===== src/ccit_consts.vh =====
`ifndef CCIT_CONSTS_VH
`define CCIT_CONSTS_VH
// Register offsets
`define CCIT_ADDR_WDOG 8'h08
`define CCIT_ADDR_TGT 8'h09
`define CCIT_ADDR_OUT 8'h0a
`define CCIT_ADDR_IRQ_STAT 8'h10
`define CCIT_ADDR_IRQ_CLR 8'h11
`define CCIT_ADDR_IRQ_EN 8'h12
`define CCIT_ADDR_STATUS 8'h13
// Reset values
`define CCIT_RST_WDOG 8'hfe
`define CCIT_RST_TGT 8'h1e
`define CCIT_RST_OUT 8'h10
// Field positions
`define CCIT_WDOG_OFF_BIT 0
`define CCIT_TGT_BLOCK_BIT 7
`define CCIT_OUT_FAST_BIT 1
`define CCIT_OUT_BUSOFF_BIT 0
// Interrupt bits
`define CCIT_IRQ_CC_TIMEOUT 0
`define CCIT_IRQ_WR_BLOCKED 1
`define CCIT_IRQ_BUS_FREE 2
`define CCIT_IRQ_BUS_RECOVER 3
// Timing in ns, and recovery pulse count
`define CCIT_CLK_NS 4
`define CCIT_CC_STEP_NS 2000000
`define CCIT_HOLD_STEP_NS 50
`define CCIT_FILT_STEP_NS 5
`define CCIT_SETUP_BASE_NS 80
`define CCIT_SETUP_STEP_NS 640
`define CCIT_DLY_BASE_NS 240
`define CCIT_DLY_STEP_NS 40
`define CCIT_BUS_FAST_NS 50000
`define CCIT_BUS_SLOW_NS 1000000000
`define CCIT_SCL_HALF_NS 5000
`define CCIT_RECOVER_PULSES 9
`endif


===== src/ccit_top.v =====
// Contract
// - Channel timeout: 7-bit field, 2 ms units
// - Terminate transaction when timeout expires
// - Timeout-off bit stops supervision
// - Block remote writes to local registers
// - Remote target accesses unaffected by block
// - SDA input hold is field times 50 ns
// - Reject SCL/SDA glitches up to field times 5 ns
// - ACK SDA setup 80 ns plus 640 ns units
// - SDA output delay 240 ns plus 40 ns steps
// - Bus watchdog 50 us fast, 1 s slow
// - Bus-timer-off bit disables bus watchdog
// - SDA high and idle: bus free
// - SDA low and idle: nine SCL pulses
`timescale 1ns/1ps
`include "ccit_consts.vh"
module ccit_top #(
    parameter CC_STEP_CYC = `CCIT_CC_STEP_NS / `CCIT_CLK_NS,
    parameter BUS_FAST_CYC = `CCIT_BUS_FAST_NS / `CCIT_CLK_NS,
    parameter BUS_SLOW_CYC = `CCIT_BUS_SLOW_NS / `CCIT_CLK_NS,
    parameter SCL_HALF_CYC = `CCIT_SCL_HALF_NS / `CCIT_CLK_NS
) (
    // Clock and reset
    input wire clk,
    input wire rst,
    // Register port
    input wire [7:0] reg_addr,
    input wire [7:0] reg_wdata,
    input wire reg_wr,
    input wire reg_rd,
    output reg [7:0] reg_rdata,
    // Control channel transaction side
    input wire cc_start,
    input wire cc_done,
    input wire cc_remote,
    input wire cc_is_write,
    input wire cc_local_reg,
    output reg cc_abort,
    output reg cc_wr_allow,
    output reg cc_active,
    // Target-side SDA output request during remote accesses
    input wire tgt_sda_out,
    input wire tgt_ack_cycle,
    // Local I2C pins
    input wire scl_in,
    input wire sda_in,
    output reg scl_out,
    output reg scl_oe,
    output reg sda_out,
    output reg sda_oe,
    // Filtered and held bus view
    output reg scl_filt,
    output reg sda_filt,
    output reg sda_held,
    output reg bus_free,
    // Interrupt
    output reg irq
);

localparam integer HOLD_STEP_CYC = (`CCIT_HOLD_STEP_NS + `CCIT_CLK_NS - 1) / `CCIT_CLK_NS;
localparam integer FILT_STEP_NS = `CCIT_FILT_STEP_NS;
localparam integer SETUP_BASE_CYC = (`CCIT_SETUP_BASE_NS + `CCIT_CLK_NS - 1) / `CCIT_CLK_NS;
localparam integer SETUP_STEP_CYC = `CCIT_SETUP_STEP_NS / `CCIT_CLK_NS;
localparam integer DLY_BASE_CYC = `CCIT_DLY_BASE_NS / `CCIT_CLK_NS;
localparam integer DLY_STEP_CYC = `CCIT_DLY_STEP_NS / `CCIT_CLK_NS;
localparam RS_IDLE = 2'd0;
localparam RS_LOW = 2'd1;
localparam RS_HIGH = 2'd2;

// Glitch filter width in clocks, rounded up
function [7:0] filt_cycles;
    input [3:0] depth;
    begin
        filt_cycles = (({4'h0, depth} * FILT_STEP_NS[7:0]) + 8'd3) >> 2;
    end
endfunction

reg [7:0] wdog_q;
reg [7:0] tgt_q;
reg [7:0] out_q;
reg [3:0] ist_q;
reg [3:0] ien_q;

////////////////////////////////////////////////////////////////////////
// Input synchronisers
reg [1:0] scl_s_q;
reg [1:0] sda_s_q;
always @(posedge clk or posedge rst) begin
    if (rst) begin
        scl_s_q <= 2'b11;
        sda_s_q <= 2'b11;
    end else begin
        scl_s_q <= {scl_s_q[0], scl_in};
        sda_s_q <= {sda_s_q[0], sda_in};
    end
end
wire scl_sync = scl_s_q[1];
wire sda_sync = sda_s_q[1];

////////////////////////////////////////////////////////////////////////
// Glitch filters: a new level must stand longer than the filter width
reg [7:0] scl_fc_q;
reg [7:0] sda_fc_q;
wire [7:0] filt_w = filt_cycles(tgt_q[3:0]);
always @(posedge clk or posedge rst) begin
    if (rst) begin
        scl_fc_q <= 8'h00;
        sda_fc_q <= 8'h00;
        scl_filt <= 1'b1;
        sda_filt <= 1'b1;
    end else begin
        if (scl_sync == scl_filt) begin
            scl_fc_q <= 8'h00;
        end else if (scl_fc_q >= filt_w) begin
            scl_filt <= scl_sync;
            scl_fc_q <= 8'h00;
        end else begin
            scl_fc_q <= scl_fc_q + 8'h01;
        end
        if (sda_sync == sda_filt) begin
            sda_fc_q <= 8'h00;
        end else if (sda_fc_q >= filt_w) begin
            sda_filt <= sda_sync;
            sda_fc_q <= 8'h00;
        end else begin
            sda_fc_q <= sda_fc_q + 8'h01;
        end
    end
end

////////////////////////////////////////////////////////////////////////
// SDA input hold: after SCL falls, the held view keeps its level
reg scl_f_q;
reg [6:0] hold_q;
wire scl_fall = scl_f_q & ~scl_filt;
wire scl_rise = ~scl_f_q & scl_filt;
always @(posedge clk or posedge rst) begin
    if (rst) begin
        scl_f_q <= 1'b1;
        hold_q <= 7'h00;
        sda_held <= 1'b1;
    end else begin
        scl_f_q <= scl_filt;
        if (scl_fall) begin
            hold_q <= {4'h0, tgt_q[6:4]} * HOLD_STEP_CYC[6:0];
        end else if (hold_q != 7'h00) begin
            hold_q <= hold_q - 7'h01;
        end else begin
            sda_held <= sda_filt;
        end
    end
end

////////////////////////////////////////////////////////////////////////
// Control channel watchdog
reg [31:0] cc_pre_q;
reg [6:0] cc_units_q;
wire cc_off = wdog_q[`CCIT_WDOG_OFF_BIT];
reg cc_expire;
always @(posedge clk or posedge rst) begin
    if (rst) begin
        cc_active <= 1'b0;
        cc_pre_q <= 32'h0;
        cc_units_q <= 7'h00;
        cc_abort <= 1'b0;
        cc_expire <= 1'b0;
    end else begin
        cc_abort <= 1'b0;
        cc_expire <= 1'b0;
        if (cc_start) begin
            cc_active <= 1'b1;
            cc_pre_q <= 32'h0;
            cc_units_q <= 7'h00;
        end else if (cc_done) begin
            cc_active <= 1'b0;
        end else if (cc_active && !cc_off) begin
            if (cc_pre_q == CC_STEP_CYC - 1) begin
                cc_pre_q <= 32'h0;
                if (cc_units_q + 7'h01 >= wdog_q[7:1]) begin
                    cc_expire <= 1'b1;
                    cc_abort <= 1'b1;
                    cc_active <= 1'b0;
                end else begin
                    cc_units_q <= cc_units_q + 7'h01;
                end
            end else begin
                cc_pre_q <= cc_pre_q + 32'h1;
            end
        end
    end
end

// Remote writes to local registers are held off; target accesses pass
wire blk = tgt_q[`CCIT_TGT_BLOCK_BIT] & cc_remote & cc_is_write & cc_local_reg;
always @(posedge clk or posedge rst) begin
    if (rst) begin
        cc_wr_allow <= 1'b1;
    end else begin
        cc_wr_allow <= ~blk;
    end
end

////////////////////////////////////////////////////////////////////////
// SDA output timing in remote accesses
reg [7:0] sdly_q;
reg sda_pend_q;
reg sda_want_q;
always @(posedge clk or posedge rst) begin
    if (rst) begin
        sdly_q <= 8'h00;
        sda_pend_q <= 1'b0;
        sda_want_q <= 1'b1;
    end else if (tgt_sda_out != sda_want_q && !sda_pend_q) begin
        sda_want_q <= tgt_sda_out;
        sda_pend_q <= 1'b1;
        sdly_q <= DLY_BASE_CYC[7:0] + out_q[3:2] * DLY_STEP_CYC[7:0];
    end else if (sda_pend_q) begin
        if (sdly_q == 8'h00) begin
            sda_pend_q <= 1'b0;
        end else begin
            sdly_q <= sdly_q - 8'h01;
        end
    end
end

// Setup time before SCL rise in ACK cycles, for the SCL stretch logic
reg [11:0] setup_q;
reg scl_stretch_q;
always @(posedge clk or posedge rst) begin
    if (rst) begin
        setup_q <= 12'h000;
        scl_stretch_q <= 1'b0;
    end else if (tgt_ack_cycle && cc_active && scl_fall) begin
        setup_q <= SETUP_BASE_CYC[11:0] + out_q[7:4] * SETUP_STEP_CYC[11:0];
        scl_stretch_q <= 1'b1;
    end else if (setup_q != 12'h000) begin
        setup_q <= setup_q - 12'h001;
    end else begin
        scl_stretch_q <= 1'b0;
    end
end

////////////////////////////////////////////////////////////////////////
// Bus watchdog and recovery
reg [31:0] bus_cnt_q;
reg [1:0] rs_q;
reg [15:0] half_q;
reg [3:0] pulses_q;
reg bus_free_ev;
reg bus_rec_ev;
wire bus_off = out_q[`CCIT_OUT_BUSOFF_BIT];
wire [31:0] bus_lim = out_q[`CCIT_OUT_FAST_BIT] ? BUS_FAST_CYC : BUS_SLOW_CYC;
wire bus_act = scl_fall | scl_rise | (sda_filt != sda_held);
always @(posedge clk or posedge rst) begin
    if (rst) begin
        bus_cnt_q <= 32'h0;
        rs_q <= RS_IDLE;
        half_q <= 16'h0;
        pulses_q <= 4'h0;
        bus_free <= 1'b0;
        scl_out <= 1'b1;
        scl_oe <= 1'b0;
        bus_free_ev <= 1'b0;
        bus_rec_ev <= 1'b0;
    end else begin
        bus_free_ev <= 1'b0;
        bus_rec_ev <= 1'b0;
        case (rs_q)
        RS_IDLE: begin
            scl_oe <= scl_stretch_q;
            scl_out <= ~scl_stretch_q;
            if (bus_off || bus_act) begin
                bus_cnt_q <= 32'h0;
                bus_free <= bus_free & ~bus_act;
            end else if (bus_cnt_q >= bus_lim - 1) begin
                bus_cnt_q <= 32'h0;
                if (sda_filt) begin
                    bus_free_ev <= ~bus_free;
                    bus_free <= 1'b1;
                end else begin
                    bus_rec_ev <= 1'b1;
                    rs_q <= RS_LOW;
                    pulses_q <= 4'h0;
                    half_q <= 16'h0;
                end
            end else begin
                bus_cnt_q <= bus_cnt_q + 32'h1;
            end
        end
        RS_LOW: begin
            scl_oe <= 1'b1;
            scl_out <= 1'b0;
            if (half_q == SCL_HALF_CYC - 1) begin
                half_q <= 16'h0;
                rs_q <= RS_HIGH;
            end else begin
                half_q <= half_q + 16'h1;
            end
        end
        RS_HIGH: begin
            scl_oe <= 1'b0;
            scl_out <= 1'b1;
            if (half_q == SCL_HALF_CYC - 1) begin
                half_q <= 16'h0;
                pulses_q <= pulses_q + 4'h1;
                rs_q <= (pulses_q == `CCIT_RECOVER_PULSES - 1) ? RS_IDLE : RS_LOW;
            end else begin
                half_q <= half_q + 16'h1;
            end
        end
        default: rs_q <= RS_IDLE;
        endcase
    end
end

always @(posedge clk or posedge rst) begin
    if (rst) begin
        sda_out <= 1'b1;
        sda_oe <= 1'b0;
    end else begin
        sda_out <= 1'b0;
        sda_oe <= cc_active & ~sda_want_q & ~sda_pend_q;
    end
end

////////////////////////////////////////////////////////////////////////
// Registers and interrupts
wire [3:0] ev = {bus_rec_ev, bus_free_ev, blk & cc_start, cc_expire};
wire [3:0] clr = (reg_wr && reg_addr == `CCIT_ADDR_IRQ_CLR) ? reg_wdata[3:0] : 4'h0;
always @(posedge clk or posedge rst) begin
    if (rst) begin
        wdog_q <= `CCIT_RST_WDOG;
        tgt_q <= `CCIT_RST_TGT;
        out_q <= `CCIT_RST_OUT;
        ien_q <= 4'h0;
        ist_q <= 4'h0;
        reg_rdata <= 8'h00;
        irq <= 1'b0;
    end else begin
        if (reg_wr) begin
            case (reg_addr)
            `CCIT_ADDR_WDOG: wdog_q <= reg_wdata;
            `CCIT_ADDR_TGT: tgt_q <= reg_wdata;
            `CCIT_ADDR_OUT: out_q <= reg_wdata;
            `CCIT_ADDR_IRQ_EN: ien_q <= reg_wdata[3:0];
            default: ien_q <= ien_q;
            endcase
        end
        ist_q <= (ist_q & ~clr) | ev;
        irq <= |(((ist_q & ~clr) | ev) & ien_q);
        reg_rdata <= 8'h00;
        if (reg_rd) begin
            case (reg_addr)
            `CCIT_ADDR_WDOG: reg_rdata <= wdog_q;
            `CCIT_ADDR_TGT: reg_rdata <= tgt_q;
            `CCIT_ADDR_OUT: reg_rdata <= out_q;
            `CCIT_ADDR_IRQ_STAT: reg_rdata <= {4'h0, ist_q};
            `CCIT_ADDR_IRQ_EN: reg_rdata <= {4'h0, ien_q};
            `CCIT_ADDR_STATUS: reg_rdata <= {4'h0, rs_q != RS_IDLE, bus_free, cc_abort, cc_active};
            default: reg_rdata <= 8'h00;
            endcase
        end
    end
end

endmodule // ccit_top


===== config.mk =====
export PLATFORM = sky130hd
export DESIGN_NAME = ccit_top
export DESIGN_NICKNAME = d
export VERILOG_FILES = /design/src/ccit_top.v
export VERILOG_INCLUDE_DIRS = /design/src
export SDC_FILE = /design/constraint.sdc
export NUM_CORES = 1
export LEC_CHECK = 0
export BUFFER_PORTS_ARGS = -buffer_cell sky130_fd_sc_hd__buf_2
export CORE_ASPECT_RATIO = 1.2
export CORE_UTILIZATION = 30
export DETAILED_ROUTE_END_ITERATION = 16
export GPL_ROUTABILITY_DRIVEN = 1
export RECOVER_POWER = 50
export SLEW_MARGIN = 0
export SYNTH_ARGS = -nofsm -noshare
export SYNTH_HDL_FRONTEND = slang
export SYNTH_SLANG_ARGS = --single-unit

===== constraint.sdc =====
create_clock -name clk -period 5.91 [get_ports clk]
set_clock_uncertainty 0.05 [all_clocks]
set_input_delay 0.2955 -clock clk [delete_from_list [all_inputs] [get_ports clk]]
set_output_delay 0.2955 -clock clk [all_outputs]
set_load 0.01 [all_outputs]

==> impl_metrics.yaml, run 1 <==
timing:
  slew-limit-headroom_pct: -103.0
  timing.final.crit_period_ps: 3529
  setup_viol_count_final: 0
  fin_setup_tns_ps: 0
  min_period_over_period_pct: 59.71
  rsz0062_at_grt: "no"
  worstMarginPinSlew_ps: 3045
  whs_ps: 62.17
  slew_violations: 201
  hold_viol: 0
  worst_slack_ps: 2381
  fmax_mhz: 283.4
grt:
  grt_use_total_pct: 13.83
  antenna_found_initial: 3
  grt_pass1_vias: 8319
  grt_pass1_wl_um: 41720
  grt_max_degree: 141
  grt.overflow.total: 0
synthesis:
  synth_compound_area_share_pct: 11.93
  yosys_most_used_dff: "dfrtp_1"
  ys_seq_area_share_pct: 44.84
  synth-edff-count: 0
  async_reset_ff_share_pct: 100.0
  synth-adder-area-share_pct: 7.496
  netlist_instances: 1157
  synth_cell_type_count: 77
  syn_avg_cell_area_um2: 9.608
  synthMuxAreaShare_pct: 4.142
  ys_ff_latch: 198
  synth_xor_area_share_pct: 6.618
  yosys.area_share.simple_pct: 21.86
  synth_area_mm2: 0.01112
  yosysWarnings: 0
  synth_top_family_by_area: "simple AND/OR/NAND/NOR gates"
floorplan:
  rows: 76
  die_y_um: 212.9
  core_area_mm2: 0.03623
  start_util_pct: 30.68
  die_area_mm2: 0.03783
  die_x_um: 177.7
  pin_count: 49
clock_network:
  cts_tree: "yes"
  postCtsResizedCells: 0
  clk_latency_ps: 450
  clk_pin_slew_worst_paths_ps: 70
  htreeDepth: 4
  cts_max_path_buffers: 2
  cts_buffers: 17
  cts.sinks: 198
  cts_setup_buffers: 0
  cts_hold_buf: 3
  clock-root-buffer: "clkbuf_16"
finish:
  drive_gt1_share_pct: 11.98
  post-route-cell-area_mm2: 0.01246
  area_growth_pct: 12.09
  fin_util_pct: 34.39
  fillers: 3653
  nets: 1299
power:
  pwr-share-seq_pct: 47.6
  p_per_area_mw_per_mm2: 274.5
  p_leak_nw: 5.343
  vdd_ir_drop_max_mv: 0.2304
  p_comb_share_pct: 16.6
  pwr-share-clk_pct: 35.9
  netSwitchingFraction_pct: 29.37
  intPower_mw: 2.416
  p_switching_mw: 1.005
routing:
  drt_first_pass_iters: 5
  wl_per_cell_um: 14.71
  drc: 0
  drtIter0Drc: 543
  antenna_left: 0
  vias: 8552
  routed_wl_um: 24850
  drt-vias-per-instance: 5.063
placement:
  gp_congestion: 0.8237
  dpl-instance-area_mm2: 0.01186
  dpl.hpwl_um: 17730
  dp_slack_ps: 2582
  numPortBuffers: 48
critical_path:
  arrival_ps: 3760
  critPathCaptureType: "async pin"
  worstPathRequired_ps: 6140
  critPathKind: "in -> async"
  cp-start-kind: "input pin"
  crit_fanout: 140
job:
  maxCapViolations: 2
worst_hold_path:
  hold_class: "in -> reg"
outcome:
  violations: "max-capacitance violations, max-slew violations"
  status: "finished with violations"
cell usage after synthesis, types with 4 or more instances:
library cell | instances | area, um^2
nor4_1 | 14 | 87.58
a22o_1 | 5 | 43.79
nand4b_1 | 4 | 35.03
buf_2 | 4 | 20.02
a21o_1 | 9 | 67.56
xnor2_1 | 37 | 324.1
o41ai_1 | 4 | 35.03
nor3_1 | 32 | 160.2
dfstp_2 | 24 | 630.6
a211oi_1 | 13 | 97.59
nor2b_1 | 7 | 43.79
ha_1 | 61 | 763.2
nor2_2 | 10 | 62.56
xor2_1 | 47 | 411.6
nor2_1 | 132 | 495.5
o211ai_1 | 5 | 37.54
mux2i_1 | 10 | 100.1
o31ai_1 | 15 | 112.6
a21oi_1 | 40 | 200.2
or3_1 | 9 | 56.30
a22oi_1 | 4 | 30.03
nand2b_1 | 8 | 50.05
nand4_1 | 21 | 131.4
nor3b_1 | 8 | 60.06
nand3b_1 | 6 | 45.04
inv_1 | 57 | 214.0
nor4b_1 | 4 | 35.03
nand2_1 | 102 | 382.9
and4_1 | 8 | 70.07
o22a_1 | 4 | 35.03
nand3_1 | 56 | 280.3
or2_2 | 7 | 43.79
dfrtp_1 | 174 | 4354
and2_1 | 7 | 43.79
and3_1 | 28 | 175.2
a31oi_1 | 16 | 100.1
mux2_2 | 31 | 349.1
clkbuf_1 | 21 | 78.83
o21ai_0 | 56 | 280.3
path summary, 6_finish.rpt:
path | to | cells past startpoint | startpoint | slack [ps]
setup / recovery | bus_cnt_q[14]$_DFFE_PP0P_ | 3 | rst | 2380
hold / removal | sda_want_q$_DFFE_PP1P_ | 2 | tgt_sda_out | 60
setup reg to reg | half_q[8]$_DFFE_PP0P_ | 9 | scl_filt$_DFFE_PP1P_ | 2610
hold reg to reg | sda_s_q[1]$_DFF_PP1_ | 0 | sda_s_q[0]$_DFF_PP1_ | 310
max in group clk | half_q[8]$_DFFE_PP0P_ | 9 | scl_filt$_DFFE_PP1P_ | 2610
min in group asynchronous | sda_fc_q[6]$_DFF_PP0_ | 2 | rst | 730
metal layers:
layer | track usage (%) | routed length (um)
met4 | 4.745 | 513
met5 | 0 | 18
met1 | 18.05 | 11370
met3 | 3.080 | 1200
met2 | 22.47 | 11750
area by class of cell:
cell class / instances / area, um^2 / share of cell area [%]
clock inverter: 14 / 173.9 / 1.396
timing repair buffer: 54 / 261.5 / 2.099
sequential: 198 / 4985 / 40.00
inverter: 58 / 221.5 / 1.777
tap: 468 / 585.6 / 4.699
antenna: 2 / 5.005 / 0.04016
clock buffer: 18 / 429.2 / 3.444
multi-input combinational: 877 / 5799 / 46.54
cell usage in the layout, fill, tap and decap left out, drive strengths merged, types with 5 or more instances in the layout:
cell type / count
and3: 28
nand2b: 8
o211ai: 5
nor4: 15
a22o: 5
and2: 7
nand2: 102
and4: 8
nor3b: 10
a211oi: 13
or2: 7
nor4b: 5
dfrtp: 174
ha: 61
xor2: 47
mux2i: 10
o21ai: 59
dfstp: 24
o31ai: 15
a21oi: 41
or3: 10
xnor2: 37
nand3b: 6
clkbuf: 40
a21o: 9
nand3: 56
nor2b: 7
nor2: 143
inv: 60
conb: 5
nor3: 32
clkinv: 5
mux2: 32
o41ai: 5
a31oi: 16
buf: 29
nand4: 21
flip-flops by register name, summed over array words and instances, names as in the netlist, 12 cells and up:
| signal | count |
|---|---|
| bus_cnt_q | 32 |
| cc_pre_q | 32 |
| half_q | 16 |
| setup_q | 12 |
cell families after synthesis:
family          Yosys count
compound gates          203
xor+xnor                 84
fa+ha+maj                65
buf+inv                  86
flops                   198
mux                      42
other cells               1
simple gates            478
stage by stage:
| stage | power, mW | std cells |
|---|---|---|
| 6_report | 3.421 | 1689 |
| 5_1_grt | 3.612 | 1688 |
| 4_1_cts | 3.469 | 1687 |
| 3_5_place_dp | 2.230 | 1652 |
| 3_3_place_gp | 2.210 | 1652 |
| 2_1_floorplan | 2.077 | 1161 |
power by group through the flow:
stage | combinational (mW) | sequential (mW) | clock [mW]
after global routing | 0.653 | 1.65 | 1.31
after global placement | 0.562 | 1.65 | 0
after floorplan | 0.458 | 1.62 | 0
final | 0.567 | 1.63 | 1.23
after CTS | 0.582 | 1.63 | 1.26
after detailed placement | 0.578 | 1.65 | 0
worst max-delay path, cell delays in order:
cell and delay [ps]:
clkbuf_1 90, clkinvlp_4 1820, clkbuf_2 1390
Note: power is estimated with default switching activity, not from simulation.
==> run 2, diff against run 1 <==
==> constraint.sdc (replaced) <==
create_clock -name clk -period 3.7 [get_ports clk]
set_clock_uncertainty 0.05 [all_clocks]
set_input_delay 0.185 -clock clk [delete_from_list [all_inputs] [get_ports clk]]
set_output_delay 0.185 -clock clk [all_outputs]
set_load 0.01 [all_outputs]
==> run 2 against run 1 <==
Against the previous run:
- the run ends with negative hold slack, max-capacitance violations, max-slew violations left
- core utilization is 0.27 points higher
- hold slack got worse by 64 ps
- wire length shrank 2.1%
- global-route usage decreased by 0.31 points
- count of clock-buffer cells in the layout stayed put
- die area unchanged
- sequential power grew 60%
- cell count increased by 0.59%
- non-clock buffer count increased by 12
- largest cell class unchanged
==> impl_metrics.yaml, run 2 (synthesis gave the netlist of run 1 again) <==
clock_network:
  clock-root-buffer: "clkbuf_16"
  cts_buffers: 17
  cts_tree: "yes"
  cts_max_path_buffers: 2
  htreeDepth: 4
  clk_pin_slew_worst_paths_ps: 70
  cts.sinks: 198
  clk_latency_ps: 450
  cts_hold_buf: 11
  postCtsResizedCells: 0
  cts_setup_buffers: 0
grt:
  grt_pass1_wl_um: 40910
  grt_max_degree: 113
  grt_pass1_vias: 8193
  grt_use_total_pct: 13.52
  grt.overflow.total: 0
  antenna_found_initial: 4
finish:
  fillers: 3649
  finalNonFillerCells: 1699
  post-route-cell-area_mm2: 0.01256
  diodes: 0
  fin_util_pct: 34.66
  largestRegisters: "bus_cnt_q (32), cc_pre_q (32), half_q (16)"
  drive_gt1_share_pct: 14.05
  final_cell_mix: "174 x dfrtp_1, 132 x nor2_1, 102 x nand2_1"
  final_common_cell: "dfrtp_1"
  area_growth_pct: 12.95
  nets: 1311
critical_path:
  crit_path_max_incr_delay_ps: 650
  critPathCapture: "half_q[8]$_DFFE_PP0P_"
  rr_endpoint: "half_q[8]$_DFFE_PP0P_"
  crit_path_start: "scl_filt$_DFFE_PP1P_"
  arrival_ps: 3470
  crit_chain: "inv_1 -> ha_1 -> or2b_2 -> nor3_1 -> nand2_1 -> a211o_2 -> nand3_1 -> nand3_1 -> o41ai_1"
  regToRegSetupSlack_ps: 510
  worstPathRequired_ps: 3980
  slowest_stage: "dfstp_1"
  crit_top_cell: "nand3_1"
  cp-start-kind: "flip-flop"
  worst-r2r-cell-count: 9
  critPathCaptureType: "flip-flop"
  crit_fanout: 12
  critPathKind: "reg -> reg"
  rr_startpoint: "scl_filt$_DFFE_PP1P_"
worst_hold_path:
  hold_class: "in -> reg"
placement:
  dp_slack_ps: 565.4
  numPortBuffers: 48
  gp_congestion: 0.8286
  dpl-instance-area_mm2: 0.01191
  dp_cells: 1656
  dpl.hpwl_um: 17710
power:
  p_switching_mw: 1.578
  vdd_ir_drop_max_mv: 0.3189
  p_comb_share_pct: 17.3
  intPower_mw: 3.755
  p_per_area_mw_per_mm2: 424.7
  pwr-share-clk_pct: 34.0
  netSwitchingFraction_pct: 29.59
  power_mw: 5.333
  pwr-share-seq_pct: 48.7
  p_leak_nw: 5.453
routing:
  routed_wl_um: 24330
  drtIter0Drc: 477
  drt_first_pass_iters: 5
  antenna_left: 0
  wl_per_cell_um: 14.32
  vias: 8535
  drt-vias-per-instance: 5.024
  drc: 0
timing:
  rsz0062_at_grt: "no"
  timing.final.crit_period_ps: 3191
  slew_violations: 198
  slew-limit-headroom_pct: -68.63
  min_period_over_period_pct: 86.25
  fmax_mhz: 313.4
  whs_ps: -1.703
  fin_setup_tns_ps: 0
  worstMarginPinSlew_ps: 2529
  hold_viol: 1
  worst_slack_ps: 508.9
  setup_viol_count_final: 0
floorplan:
  die_x_um: 177.7
  start_util_pct: 30.68
  rows: 76
  die_y_um: 212.9
  die_area_mm2: 0.03783
  core_area_mm2: 0.03623
  pin_count: 49
job:
  maxCapViolations: 2
outcome:
  status: "finished with violations"
  violations: "negative hold slack, max-capacitance violations, max-slew violations"
run 2: changes by cell type in the layout (fill, tap and decap cells not counted), sizes merged, moves of 2 or more:
cell	previous run	this run
dlygate4sd3	3	11
clkinv	5	8
bufinv	3	1
diode	2	0
buf	29	53
clkbuf	40	20
run 2: layout make-up:
class	instances	area (um^2)	share of cell area, %
clock buffer	18	439.2	3.497
clock inverter	14	127.6	1.016
inverter	58	219.0	1.744
multi-input combinational	877	5804	46.22
sequential	198	4985	39.70
tap	468	585.6	4.663
timing repair buffer	66	396.6	3.159
run 2: power groups by stage:
stage | sequential, mW | clock, mW | combinational, mW
final | 2.60 | 1.82 | 0.920
after global routing | 2.63 | 1.95 | 1.06
after CTS | 2.60 | 1.87 | 0.942
after detailed placement | 2.63 | 0 | 0.930
after global placement | 2.63 | 0 | 0.906
after floorplan | 2.59 | 0 | 0.731
run 2: how the worst min path moves through the flow:
stage / from / end / slack [ps] / cells after the start
detailed placement: scl_in / scl_s_q[0]$_DFF_PP1_ / 250 / 1
floorplan: scl_in / scl_s_q[0]$_DFF_PP1_ / 140 / 0
CTS: reg_wdata[4] / tgt_q[4]$_DFFE_PP1P_ / 2 / 2
global placement: scl_in / scl_s_q[0]$_DFF_PP1_ / 250 / 1
finish: reg_wdata[4] / tgt_q[4]$_DFFE_PP1P_ / -2 / 2
global route: reg_wdata[4] / tgt_q[4]$_DFFE_PP1P_ / 7 / 2
run 2: layer usage:
| metal | track usage, % | vias to the layer above | part of all wire [%] |
|---|---|---|---|
| met5 | 0 | - | 0.18 |
| met4 | 5.570 | 8 | 2.4 |
| met3 | 2.724 | 43 | 3.5 |
| met2 | 21.62 | 132 | 46 |
| met1 | 17.74 | 4117 | 48 |
| li1 | - | 4235 | - |
run 2: critical path: cells and delay by family, from the launching register on:
family	cells	cell delay (ps)
AOI/OAI and AO/OA	2	740
adders and majority gates	1	300
buffers and inverters	1	80
DFF	1	650
and+or+nand+nor	5	1270
